**src/include/rpms_cfg.svh**
```systemverilog
// Timing and encoding constants for the radio power mode sequencer.
// Assumes a 100 MHz system clock; included by bare name.
`ifndef RPMS_CFG_SVH
`define RPMS_CFG_SVH

`define RPMS_CLK_PERIOD_NS      10
`define RPMS_XO_START_US        5000
`define RPMS_PLL_LOCK_US        500
`define RPMS_SHUTDOWN_US        1000
`define RPMS_MODE_SLEEP         3'h0
`define RPMS_MODE_STANDBY       3'h1
`define RPMS_MODE_SYNTH         3'h2
`define RPMS_MODE_RX            3'h3
`define RPMS_MODE_TX            3'h4
`define RPMS_CNT_W              20

`endif

```
**src/include/rpms_pkg.sv**
```systemverilog
// Types for the radio power mode sequencer.
// Assumes nothing of its surroundings.
package rpms_pkg;
    typedef enum logic [2:0] {
        RPMS_ST_SLEEP,
        RPMS_ST_XO_START,
        RPMS_ST_STANDBY,
        RPMS_ST_PLL_START,
        RPMS_ST_SYNTH,
        RPMS_ST_RX,
        RPMS_ST_TX,
        RPMS_ST_SHUTDOWN
    } rpms_state_t;
endpackage

```
**src/design/rpms_timer.sv**
```systemverilog
// Down-counting delay timer used for start-up and shutdown waits.
// Assumes load and count values from the sequencer, one clock domain.
`timescale 1ns/100ps
`default_nettype none
`include "rpms_cfg.svh"
module rpms_timer (
    input  wire logic                   clk,
    input  wire logic                   rstn,
    input  wire logic                   load,
    input  wire logic [`RPMS_CNT_W-1:0] load_val,
    output logic                        done
);
    logic [`RPMS_CNT_W-1:0] cnt_r;
    logic [`RPMS_CNT_W-1:0] cnt_nxt;

    always_comb
    begin
        cnt_nxt = cnt_r;
        if (load)
            cnt_nxt = load_val;
        else if (cnt_r != '0)
            cnt_nxt = cnt_r - 1'b1;
    end

    always_ff @(posedge clk or negedge rstn)
    begin
        if (!rstn)
            cnt_r <= '0;
        else
            cnt_r <= cnt_nxt;
    end

    assign done = (cnt_r == '0) && !load;
endmodule
`default_nettype wire

```
**src/design/rpms_sequencer.sv**
```systemverilog
// Operating mode and power state sequencer for a low-power radio.
// Assumes mode field and lock-disable bit come from the host's config port,
// synchronous to clk; osc_ok and pll_ok are analog status levels.
// Contract
// - Mode field 000 sleep, 001 standby, 010 synthesizer, 011 receive, 100 transmit.
// - Going from sleep to standby the crystal oscillator is running within 5 ms.
// - Going from standby to synthesizer the PLL locks in under 0.5 ms and lock shows on the lock output.
// - Setting sleep from any mode completes shutdown within 1 ms.
// - In sleep the buffered reference clock output is held inactive.
// - A lock-disable bit of 1 forces the lock output high; 0 lets it follow PLL lock. Code: with 0 it is high in synth, rx and tx, even after a lock timeout.
`timescale 1ns/100ps
`default_nettype none
`include "rpms_cfg.svh"
module rpms_sequencer (
    input  wire logic       clk,
    input  wire logic       rstn,
    input  wire logic [2:0] main_mode_config_reg,
    input  wire logic       lock_sig_disable,
    input  wire logic       osc_ok,
    input  wire logic       pll_ok,
    input  wire logic       ref_clk_div,
    output logic            xo_enable,
    output logic            pll_enable,
    output logic            rx_enable,
    output logic            tx_enable,
    output logic            pll_lock_out,
    output logic            clk_out,
    output logic            sleeping,
    output logic            mode_error
);
    localparam int XO_CYC   = `RPMS_XO_START_US * 1000 / `RPMS_CLK_PERIOD_NS;
    localparam int PLL_CYC  = `RPMS_PLL_LOCK_US * 1000 / `RPMS_CLK_PERIOD_NS - 1;
    localparam int SHUT_CYC = `RPMS_SHUTDOWN_US * 1000 / `RPMS_CLK_PERIOD_NS - 1;

    rpms_pkg::rpms_state_t st_r;
    rpms_pkg::rpms_state_t st_nxt;
    logic                   xo_r, pll_r, rx_r, tx_r, lock_r, clko_r, slp_r, err_r;
    logic                   xo_nxt, pll_nxt, rx_nxt, tx_nxt, lock_nxt, clko_nxt, slp_nxt, err_nxt;
    logic                   tmr_load;
    logic [`RPMS_CNT_W-1:0] tmr_val;
    logic                   tmr_done;

    rpms_timer u_timer (
        .clk      (clk),
        .rstn     (rstn),
        .load     (tmr_load),
        .load_val (tmr_val),
        .done     (tmr_done)
    );

    wire is_sleep = main_mode_config_reg == `RPMS_MODE_SLEEP;

    always_comb
    begin
        st_nxt   = st_r;
        tmr_load = 1'b0;
        tmr_val  = '0;
        err_nxt  = 1'b0;
        case (st_r)
            rpms_pkg::RPMS_ST_SLEEP:
                // Undefined codes must not wake the crystal; flag them and stay asleep
                if (main_mode_config_reg > `RPMS_MODE_TX)
                    err_nxt = 1'b1;
                else if (!is_sleep)
                begin
                    st_nxt   = rpms_pkg::RPMS_ST_XO_START;
                    tmr_load = 1'b1;
                    tmr_val  = `RPMS_CNT_W'(XO_CYC - 1);
                end
            rpms_pkg::RPMS_ST_XO_START:
                if (is_sleep)
                    st_nxt = rpms_pkg::RPMS_ST_SLEEP;
                else if (osc_ok || tmr_done)
                    st_nxt = rpms_pkg::RPMS_ST_STANDBY;
            rpms_pkg::RPMS_ST_PLL_START:
                if (main_mode_config_reg != `RPMS_MODE_SYNTH)
                    st_nxt = rpms_pkg::RPMS_ST_STANDBY;
                else if (pll_ok || tmr_done)
                    st_nxt = rpms_pkg::RPMS_ST_SYNTH;
            rpms_pkg::RPMS_ST_SHUTDOWN:
                if (tmr_done)
                    st_nxt = rpms_pkg::RPMS_ST_SLEEP;
            rpms_pkg::RPMS_ST_STANDBY,
            rpms_pkg::RPMS_ST_SYNTH,
            rpms_pkg::RPMS_ST_RX,
            rpms_pkg::RPMS_ST_TX:
                case (main_mode_config_reg)
                    `RPMS_MODE_SLEEP:
                    begin
                        st_nxt   = rpms_pkg::RPMS_ST_SHUTDOWN;
                        tmr_load = 1'b1;
                        tmr_val  = `RPMS_CNT_W'(SHUT_CYC - 1);
                    end
                    `RPMS_MODE_STANDBY:
                        st_nxt = rpms_pkg::RPMS_ST_STANDBY;
                    `RPMS_MODE_SYNTH:
                        if (st_r == rpms_pkg::RPMS_ST_STANDBY)
                        begin
                            st_nxt   = rpms_pkg::RPMS_ST_PLL_START;
                            tmr_load = 1'b1;
                            tmr_val  = `RPMS_CNT_W'(PLL_CYC - 1);
                        end
                        else
                            st_nxt = rpms_pkg::RPMS_ST_SYNTH;
                    `RPMS_MODE_RX, `RPMS_MODE_TX:
                        // Host must lock first; a skipped step is flagged and held
                        if (st_r == rpms_pkg::RPMS_ST_STANDBY)
                            err_nxt = 1'b1;
                        else if (main_mode_config_reg == `RPMS_MODE_RX)
                            st_nxt = rpms_pkg::RPMS_ST_RX;
                        else
                            st_nxt = rpms_pkg::RPMS_ST_TX;
                    default:
                        err_nxt = 1'b1;
                endcase
            default:
                st_nxt = rpms_pkg::RPMS_ST_SLEEP;
        endcase
    end

    always_comb
    begin
        xo_nxt  = st_nxt != rpms_pkg::RPMS_ST_SLEEP;
        pll_nxt = st_nxt inside {rpms_pkg::RPMS_ST_PLL_START, rpms_pkg::RPMS_ST_SYNTH,
                                 rpms_pkg::RPMS_ST_RX, rpms_pkg::RPMS_ST_TX};
        rx_nxt  = st_nxt == rpms_pkg::RPMS_ST_RX;
        tx_nxt  = st_nxt == rpms_pkg::RPMS_ST_TX;
        slp_nxt = st_nxt == rpms_pkg::RPMS_ST_SLEEP;
        // Lock reported once synthesizer has settled, or in any state while lock_sig_disable is set
        lock_nxt = lock_sig_disable ? 1'b1 :
                   (st_nxt inside {rpms_pkg::RPMS_ST_SYNTH, rpms_pkg::RPMS_ST_RX,
                                   rpms_pkg::RPMS_ST_TX});
        // Clock held low through crystal start-up and shutdown too, so host never sees a runt
        clko_nxt = (st_r != rpms_pkg::RPMS_ST_SLEEP && st_r != rpms_pkg::RPMS_ST_XO_START
                    && st_r != rpms_pkg::RPMS_ST_SHUTDOWN) ? ref_clk_div : 1'b0;
    end

    always_ff @(posedge clk or negedge rstn)
    begin
        if (!rstn)
        begin
            st_r   <= rpms_pkg::RPMS_ST_SLEEP;
            xo_r   <= 1'b0;
            pll_r  <= 1'b0;
            rx_r   <= 1'b0;
            tx_r   <= 1'b0;
            lock_r <= 1'b0;
            clko_r <= 1'b0;
            slp_r  <= 1'b1;
            err_r  <= 1'b0;
        end
        else
        begin
            st_r   <= st_nxt;
            xo_r   <= xo_nxt;
            pll_r  <= pll_nxt;
            rx_r   <= rx_nxt;
            tx_r   <= tx_nxt;
            lock_r <= lock_nxt;
            clko_r <= clko_nxt;
            slp_r  <= slp_nxt;
            err_r  <= err_nxt;
        end
    end

    assign xo_enable    = xo_r;
    assign pll_enable   = pll_r;
    assign rx_enable    = rx_r;
    assign tx_enable    = tx_r;
    assign pll_lock_out = lock_r;
    assign clk_out      = clko_r;
    assign sleeping     = slp_r;
    assign mode_error   = err_r;

    // Helper: cycles spent in the current state, any state; checked only for start-up/shutdown states
    logic [`RPMS_CNT_W-1:0] dwell_r;
    always_ff @(posedge clk or negedge rstn)
    begin
        if (!rstn)
            dwell_r <= '0;
        else if (st_r != st_nxt)
            dwell_r <= '0;
        else
            dwell_r <= dwell_r + 1'b1;
    end
endmodule
`default_nettype wire

```
**config.mk**
```make
export PLATFORM = sky130hd
export DESIGN_NAME = rpms_sequencer
export DESIGN_NICKNAME = d
export VERILOG_FILES = /design/src/include/rpms_pkg.sv /design/src/design/rpms_timer.sv /design/src/design/rpms_sequencer.sv
export VERILOG_INCLUDE_DIRS = /design/src /design/src/include
export SDC_FILE = /design/constraint.sdc
export NUM_CORES = 1
export LEC_CHECK = 0
export BUFFER_PORTS_ARGS = -buffer_cell sky130_fd_sc_hd__buf_2
export CORE_MARGIN = 4
export CORE_UTILIZATION = 53
export DETAILED_ROUTE_END_ITERATION = 8
export PLACE_DENSITY_LB_ADDON = 0.12
export SLEW_MARGIN = 25
export SYNTH_ARGS = -nofsm -noshare
export SYNTH_HDL_FRONTEND = slang
export SYNTH_SLANG_ARGS = --single-unit
export TNS_END_PERCENT = 100
```
**constraint.sdc**
```tcl
create_clock -name clk -period 2.2 [get_ports clk]
set_input_delay 0.66 -clock clk [delete_from_list [all_inputs] [get_ports clk]]
set_output_delay 0.66 -clock clk [all_outputs]
set_load 0.01 [all_outputs]
```
# Yosys cells after proc, flatten, opt, wreduce, memory -nomap -nowiden
# Index checks and enable logic that the tools add are counted.
# Widths: inputs -> output; s select.
# word_totals
out_inout_bits,8
wordCells,78
register_bits,31
# op_classes
order_cmp,1
n_addsub,1
eq_ne,18
muxes,29
n_reduce_logical,19
# ops
cell,count
$mux 20,2
$mux 19,2
$pmux 19 s2,1
$pmux 17 s2,1
$mux 3,9
$eq 3x3->1 const B,8
$logic_not 20->1,1
$reduce_bool 20->1,1
$sub 20x1->20 const B,1
$mux 16,1
$eq 3x2->1 const B,5
$pmux 3 s5,1
$pmux 3 s4,1
$logic_not 3->1,3
$reduce_bool 3->1,3
$pmux 1 s2,4
$eq 3x1->1 const B,2
$mux 1,6
$reduce_bool 4->1,1
$reduce_or 4->1,1
$gt 3x3->1 const B,1
$logic_and 1x1->1,3
$ne 3x1->1 const B,1
$ne 3x2->1 const B,1
other kinds (7),8

# Depth between registers and ports, before layout
# logic_depth
word_depth,13
mapped_depth,10
ltp_nobuf,9

# By module
# A second synthesis with hierarchy kept.
# hier_totals
cells_unflattened,219
area_unflattened_um2,2080.7
# modules_own_cells
module,instances,cells_each,area_each_um2
rpms_timer,1,132,1271.2
rpms_sequencer,1,87,809.5

# Worst setup path before layout
# No wires, ideal clock.
# synth_path
path_type,input port to flip-flop
start,input port main_mode_config_reg[1]
end,register rx_r (netlist: rx_enable)
cell_stages,10
setup_time_ns,0.067
arrival_time_ns,2.337
setup_slack_ns,-0.205
path_cell_list,buf_2 nor2_1 ha_1 buf_1 nor3_1 nand2_1 nand2_1 a2111o_1 o21ai_0 and3_1
# synth_via
elab_chain_len,11
elab_cells_between_ends,28
classes_between,order compare (1); eq/ne (6); mux (15); reduce/logical (6)
# synth_rtl
item,line,source
from (decl),rpms_sequencer.sv:17,"input wire logic [2:0] main_mode_config_reg,"
branches (longest 9 deep; another with $gt 3x3->1),--,
$pmux 3 s5 *,rpms_sequencer.sv:59,case (st_r)
$eq 3x3->1 *,rpms_sequencer.sv:126,rx_nxt = st_nxt == rpms_pkg::RPMS_ST_RX;
named net rx_nxt,rpms_sequencer.sv:38,"logic xo_nxt, pll_nxt, rx_nxt, tx_nxt, lock_nxt, clko_nxt, slp_nxt, err_nxt;"
to (signal assigned),rpms_sequencer.sv:157,rx_r <= rx_nxt;
to (decl),rpms_sequencer.sv:37,"logic xo_r, pll_r, rx_r, tx_r, lock_r, clko_r, slp_r, err_r;"
# Mark *: on every way through the listed nets, which the timed path passes.
# A chain may end at the register's enable or synchronous reset.

# Final worst setup path
# layout_path
start,register u_timer.cnt_r[1]
end,register rx_r (netlist: rx_enable)
# layout_via
elab_chain_len,7
elab_cells_between_ends,11
classes_between,eq/ne (1); mux (6); reduce/logical (4)
# layout_rtl
item,line,source
from (decl),rpms_timer.sv:13,logic [`RPMS_CNT_W-1:0] cnt_r;
from (signal assigned),rpms_timer.sv:30,cnt_r <= cnt_nxt;
$logic_not 20->1 *,rpms_timer.sv:33,assign done = (cnt_r == '0) && !load;
$logic_and 1x1->1 *,rpms_timer.sv:33,
"$logic_or 1x1->1, on equally long branches","rpms_sequencer.sv:78, rpms_sequencer.sv:73",
"$mux 3, on equally long branches","rpms_sequencer.sv:78, rpms_sequencer.sv:73",
"$mux 3, on equally long branches","rpms_sequencer.sv:76, rpms_sequencer.sv:71",
$pmux 3 s5 *,rpms_sequencer.sv:59,
named net st_nxt[2],rpms_sequencer.sv:36,rpms_pkg::rpms_state_t st_nxt;
$eq 3x3->1 *,rpms_sequencer.sv:126,
named net rx_nxt,rpms_sequencer.sv:38,
# The timed path passes the listed nets; every way through them passes the cells marked *.

==> results.cfg <==
[worst_setup_path]
cp_slowest_cell = or4b_4
rr_worst_depth = 9
crit_buf_inv = 2
worstReg2RegEnd = rx_enable$_DFF_PN0_
rr_startpoint = u_timer.cnt_r[1]$_DFFE_PN0N_
critical_path_class = reg2reg
cp_max_fo = 4
critPathTopFamily = simple AND/OR/NAND/NOR gates
r2r_setup_slack_ns = -0.06
crit_path_end_kind = register
critPathMaxStageDelay_ns = 0.51
critical_path_arrival_ns = 2.52
cp_data_required_time_ns = 2.45
crit_path_start_kind = register
cp_cell_sequence = inv_1, ha_2, or4b_4, nor4_4, o2111a_2, nor2_2, o211a_4, clkinv_4, and3_1

[global_routing]
first_global_vias = 1782
grt_overflow = 0
grt_max_degree = 32
grt_usage = 0.2230
grt_pass1_wl_microns = 7762
antenna_found_initial = 0

[route]
first_pass_iters = 4
ant_nets = 0
vias = 1822
met3WireLength_microns = 177
wl_met1_microns = 1933
routed_via_density = 5.676
finalWirelength_microns = 4838
wl_met2_microns = 2589
drtIter0Drc = 106
top_layer_used = met4
avgRoutedWirePerCell_microns = 15.07
drc = 0

[final_layout]
drive_above_1_share = 0.3491
diodes = 0
final_common_cell = buf_4
layout.nets = 286
layout_common_cells = buf_4 (39), dfrtp_1 (30), nand2_1 (26)
area_growth_pct = 30.67

[timing]
grt_setup_unrepaired = yes
skew_ns = 0.01711
setup-violations-final = 8
fmax_mhz = 441.5
finalSetupTns_ns = -0.2614
hold_ws_ns = 0.3680
slew_headroom = 0.5495
fin_ws_ns = -0.06479
hold_violations = 0
fin_crit_ns = 2.265
final_max_slew_viol_count = 0
post-route-period-util = 1.029
max_slew.worst_pin.slew_ns = 0.6758

[clock_tree]
cts_inserted_buffers = 5
cts_max_path_buffers = 2
h-tree-depth = 2
cts_tree = yes
clkSinkCount = 31
cts-root-buf = clkbuf_4
clk-insertion-delay-late_ns = 0.32
clk_pin_slew_ns = 0.10

[floorplanning]
num_rows = 21
fp.dieH_microns = 68.02
initial_utilization = 0.5590
core_area_sq_um = 3416
fp.dieW_microns = 68.02
io_pins = 17
dieArea_sq_um = 4627

[place]
numPortBuffers = 16
gp_congestion = 0.9508
dp_hpwl_microns = 3525
pre_cts_ws_ns = -0.2863

[flow_run]
drv_cap = 0

[synth]
synth_area_per_cell_sq_um = 8.679
synth-edff-count = 0
synth-seq-cells = 31
async_reset_ff_frac = 1.000
ys_seq_area_frac = 0.4069
synth_area_sq_um = 1909
syn-num-nets = 232
synthCells = 220
ys_types = 52
yosysWarningCount = 0
synth_flop_cell = dfrtp_1

[power]
finalPower_uw = 2791
leakage_uw = 0.001101
p_per_area_nw_per_um2 = 1119
vdd_drop_max_mv = 0.7655

[outcome]
status = finished with violations
violations = setup timing

[worst_hold_path]
hold_class = in2async
## through the flow
step / cells / cell area [sq um] / util
4_1_cts: 318 / 2431 / 0.7117
5_1_grt: 321 / 2495 / 0.7304
6_report: 321 / 2495 / 0.7304
3_3_place_gp: 308 / 2316 / 0.6780
3_5_place_dp: 308 / 2316 / 0.6780
2_1_floorplan: 220 / 1962 / -
## cell families (layout without fill, tap and decap cells)
logic type | after synthesis | in the layout | share of synthesized area
AND/OR/NAND/NOR | 92 | 92 | 0.2510
adder cells (fa/ha/maj) | 3 | 3 | 0.01966
buffers and inverters | 21 | 76 | 0.04587
AO/OA/AOI/OAI | 55 | 55 | 0.1940
flip-flops | 31 | 31 | 0.4069
XOR/XNOR | 18 | 18 | 0.08257
## layer usage
metal | GRT usage | up-vias
met5 | 0 | -
met4 | 0.09677 | 0
met3 | 0.04433 | 16
met2 | 0.3995 | 58
met1 | 0.2549 | 864
li1 | - | 884
## worst reg2reg max path, delay by kind of cell (launching register included)
kind            cells  cell delay [ns]
simple gates        4             0.96
compound gates      2             0.57
flops               1             0.39
fa+ha+maj           1             0.17
buf+inv             2             0.13
## cells in the mapped netlist (2+ instances only)
library cell	count	area share
dfrtp_1	30	0.39
nor2b_1	3	0.0098
a31oi_1	5	0.016
nand3_1	9	0.024
nor2_1	21	0.041
nand2b_1	2	0.0066
ha_1	3	0.020
o21ai_0	18	0.047
clkbuf_1	7	0.014
nor4_1	2	0.0066
or3b_2	2	0.0092
nor3_1	9	0.024
a21oi_1	8	0.021
or3_1	5	0.016
a21boi_0	2	0.0079
buf_2	3	0.0079
o211ai_1	3	0.012
xnor2_1	5	0.023
nand2_1	26	0.051
a21o_1	3	0.012
xor2_1	13	0.060
and3_1	3	0.0098
inv_1	9	0.018
## power by group
group          total (uW)  leakage [uW]  switching (uW)  internal (uW)
registers             951      0.000376             165            786
clock network         337     0.0000353             182            155
logic                1500      0.000689             781            722
## worst max path at each step
stage | from | to | slack [ns] | depth (start not counted)
after detailed placement | u_timer.cnt_r[1]$_DFFE_PN0N_ | u_timer.cnt_r[18]$_DFFE_PN0N_ | -0.29 | 8
after CTS | u_timer.cnt_r[1]$_DFFE_PN0N_ | u_timer.cnt_r[14]$_DFFE_PN0N_ | -0.06 | 7
after global placement | u_timer.cnt_r[0]$_DFFE_PN0N_ | u_timer.cnt_r[18]$_DFFE_PN0N_ | -0.15 | 8
final | u_timer.cnt_r[1]$_DFFE_PN0N_ | rx_enable$_DFF_PN0_ | -0.06 | 9
after global routing | u_timer.cnt_r[1]$_DFFE_PN0N_ | u_timer.cnt_r[14]$_DFFE_PN0N_ | -0.15 | 7
after floorplan | u_timer.cnt_r[0]$_DFFE_PN0N_ | u_timer.cnt_r[14]$_DFFE_PN0N_ | -0.03 | 7
## sequential cells by signal (all words and copies together) (netlist names)
signal / flops
u_timer.cnt_r: 20
st_r: 3
clk_out: 1
mode_error: 1
pll_enable: 1
pll_lock_out: 1
rx_enable: 1
sleeping: 1
tx_enable: 1
xo_enable: 1
## final cells by class
cell class | instances | area [sq um]
multi-input cells | 168 | 1157
fillers | 264 | 920.9
flip-flops and latches | 31 | 777.0
repair buffers | 58 | 400.4
well taps | 46 | 57.56
clock buffers | 7 | 55.05
inverters | 10 | 42.54
clock inverters | 1 | 5.005
## what timing repair did
item / CTS / global route
gates resized for setup: 9 / 10
pin swaps: 7 / 3
hold buffers: 0 / 0
cloned: 0 / 1
endpoints found under the setup margin: 12 / 18
endpoints found under the hold margin: 0 / 0
buffers inserted: 2 / 2
Note: power is estimated with default switching activity, not from simulation.
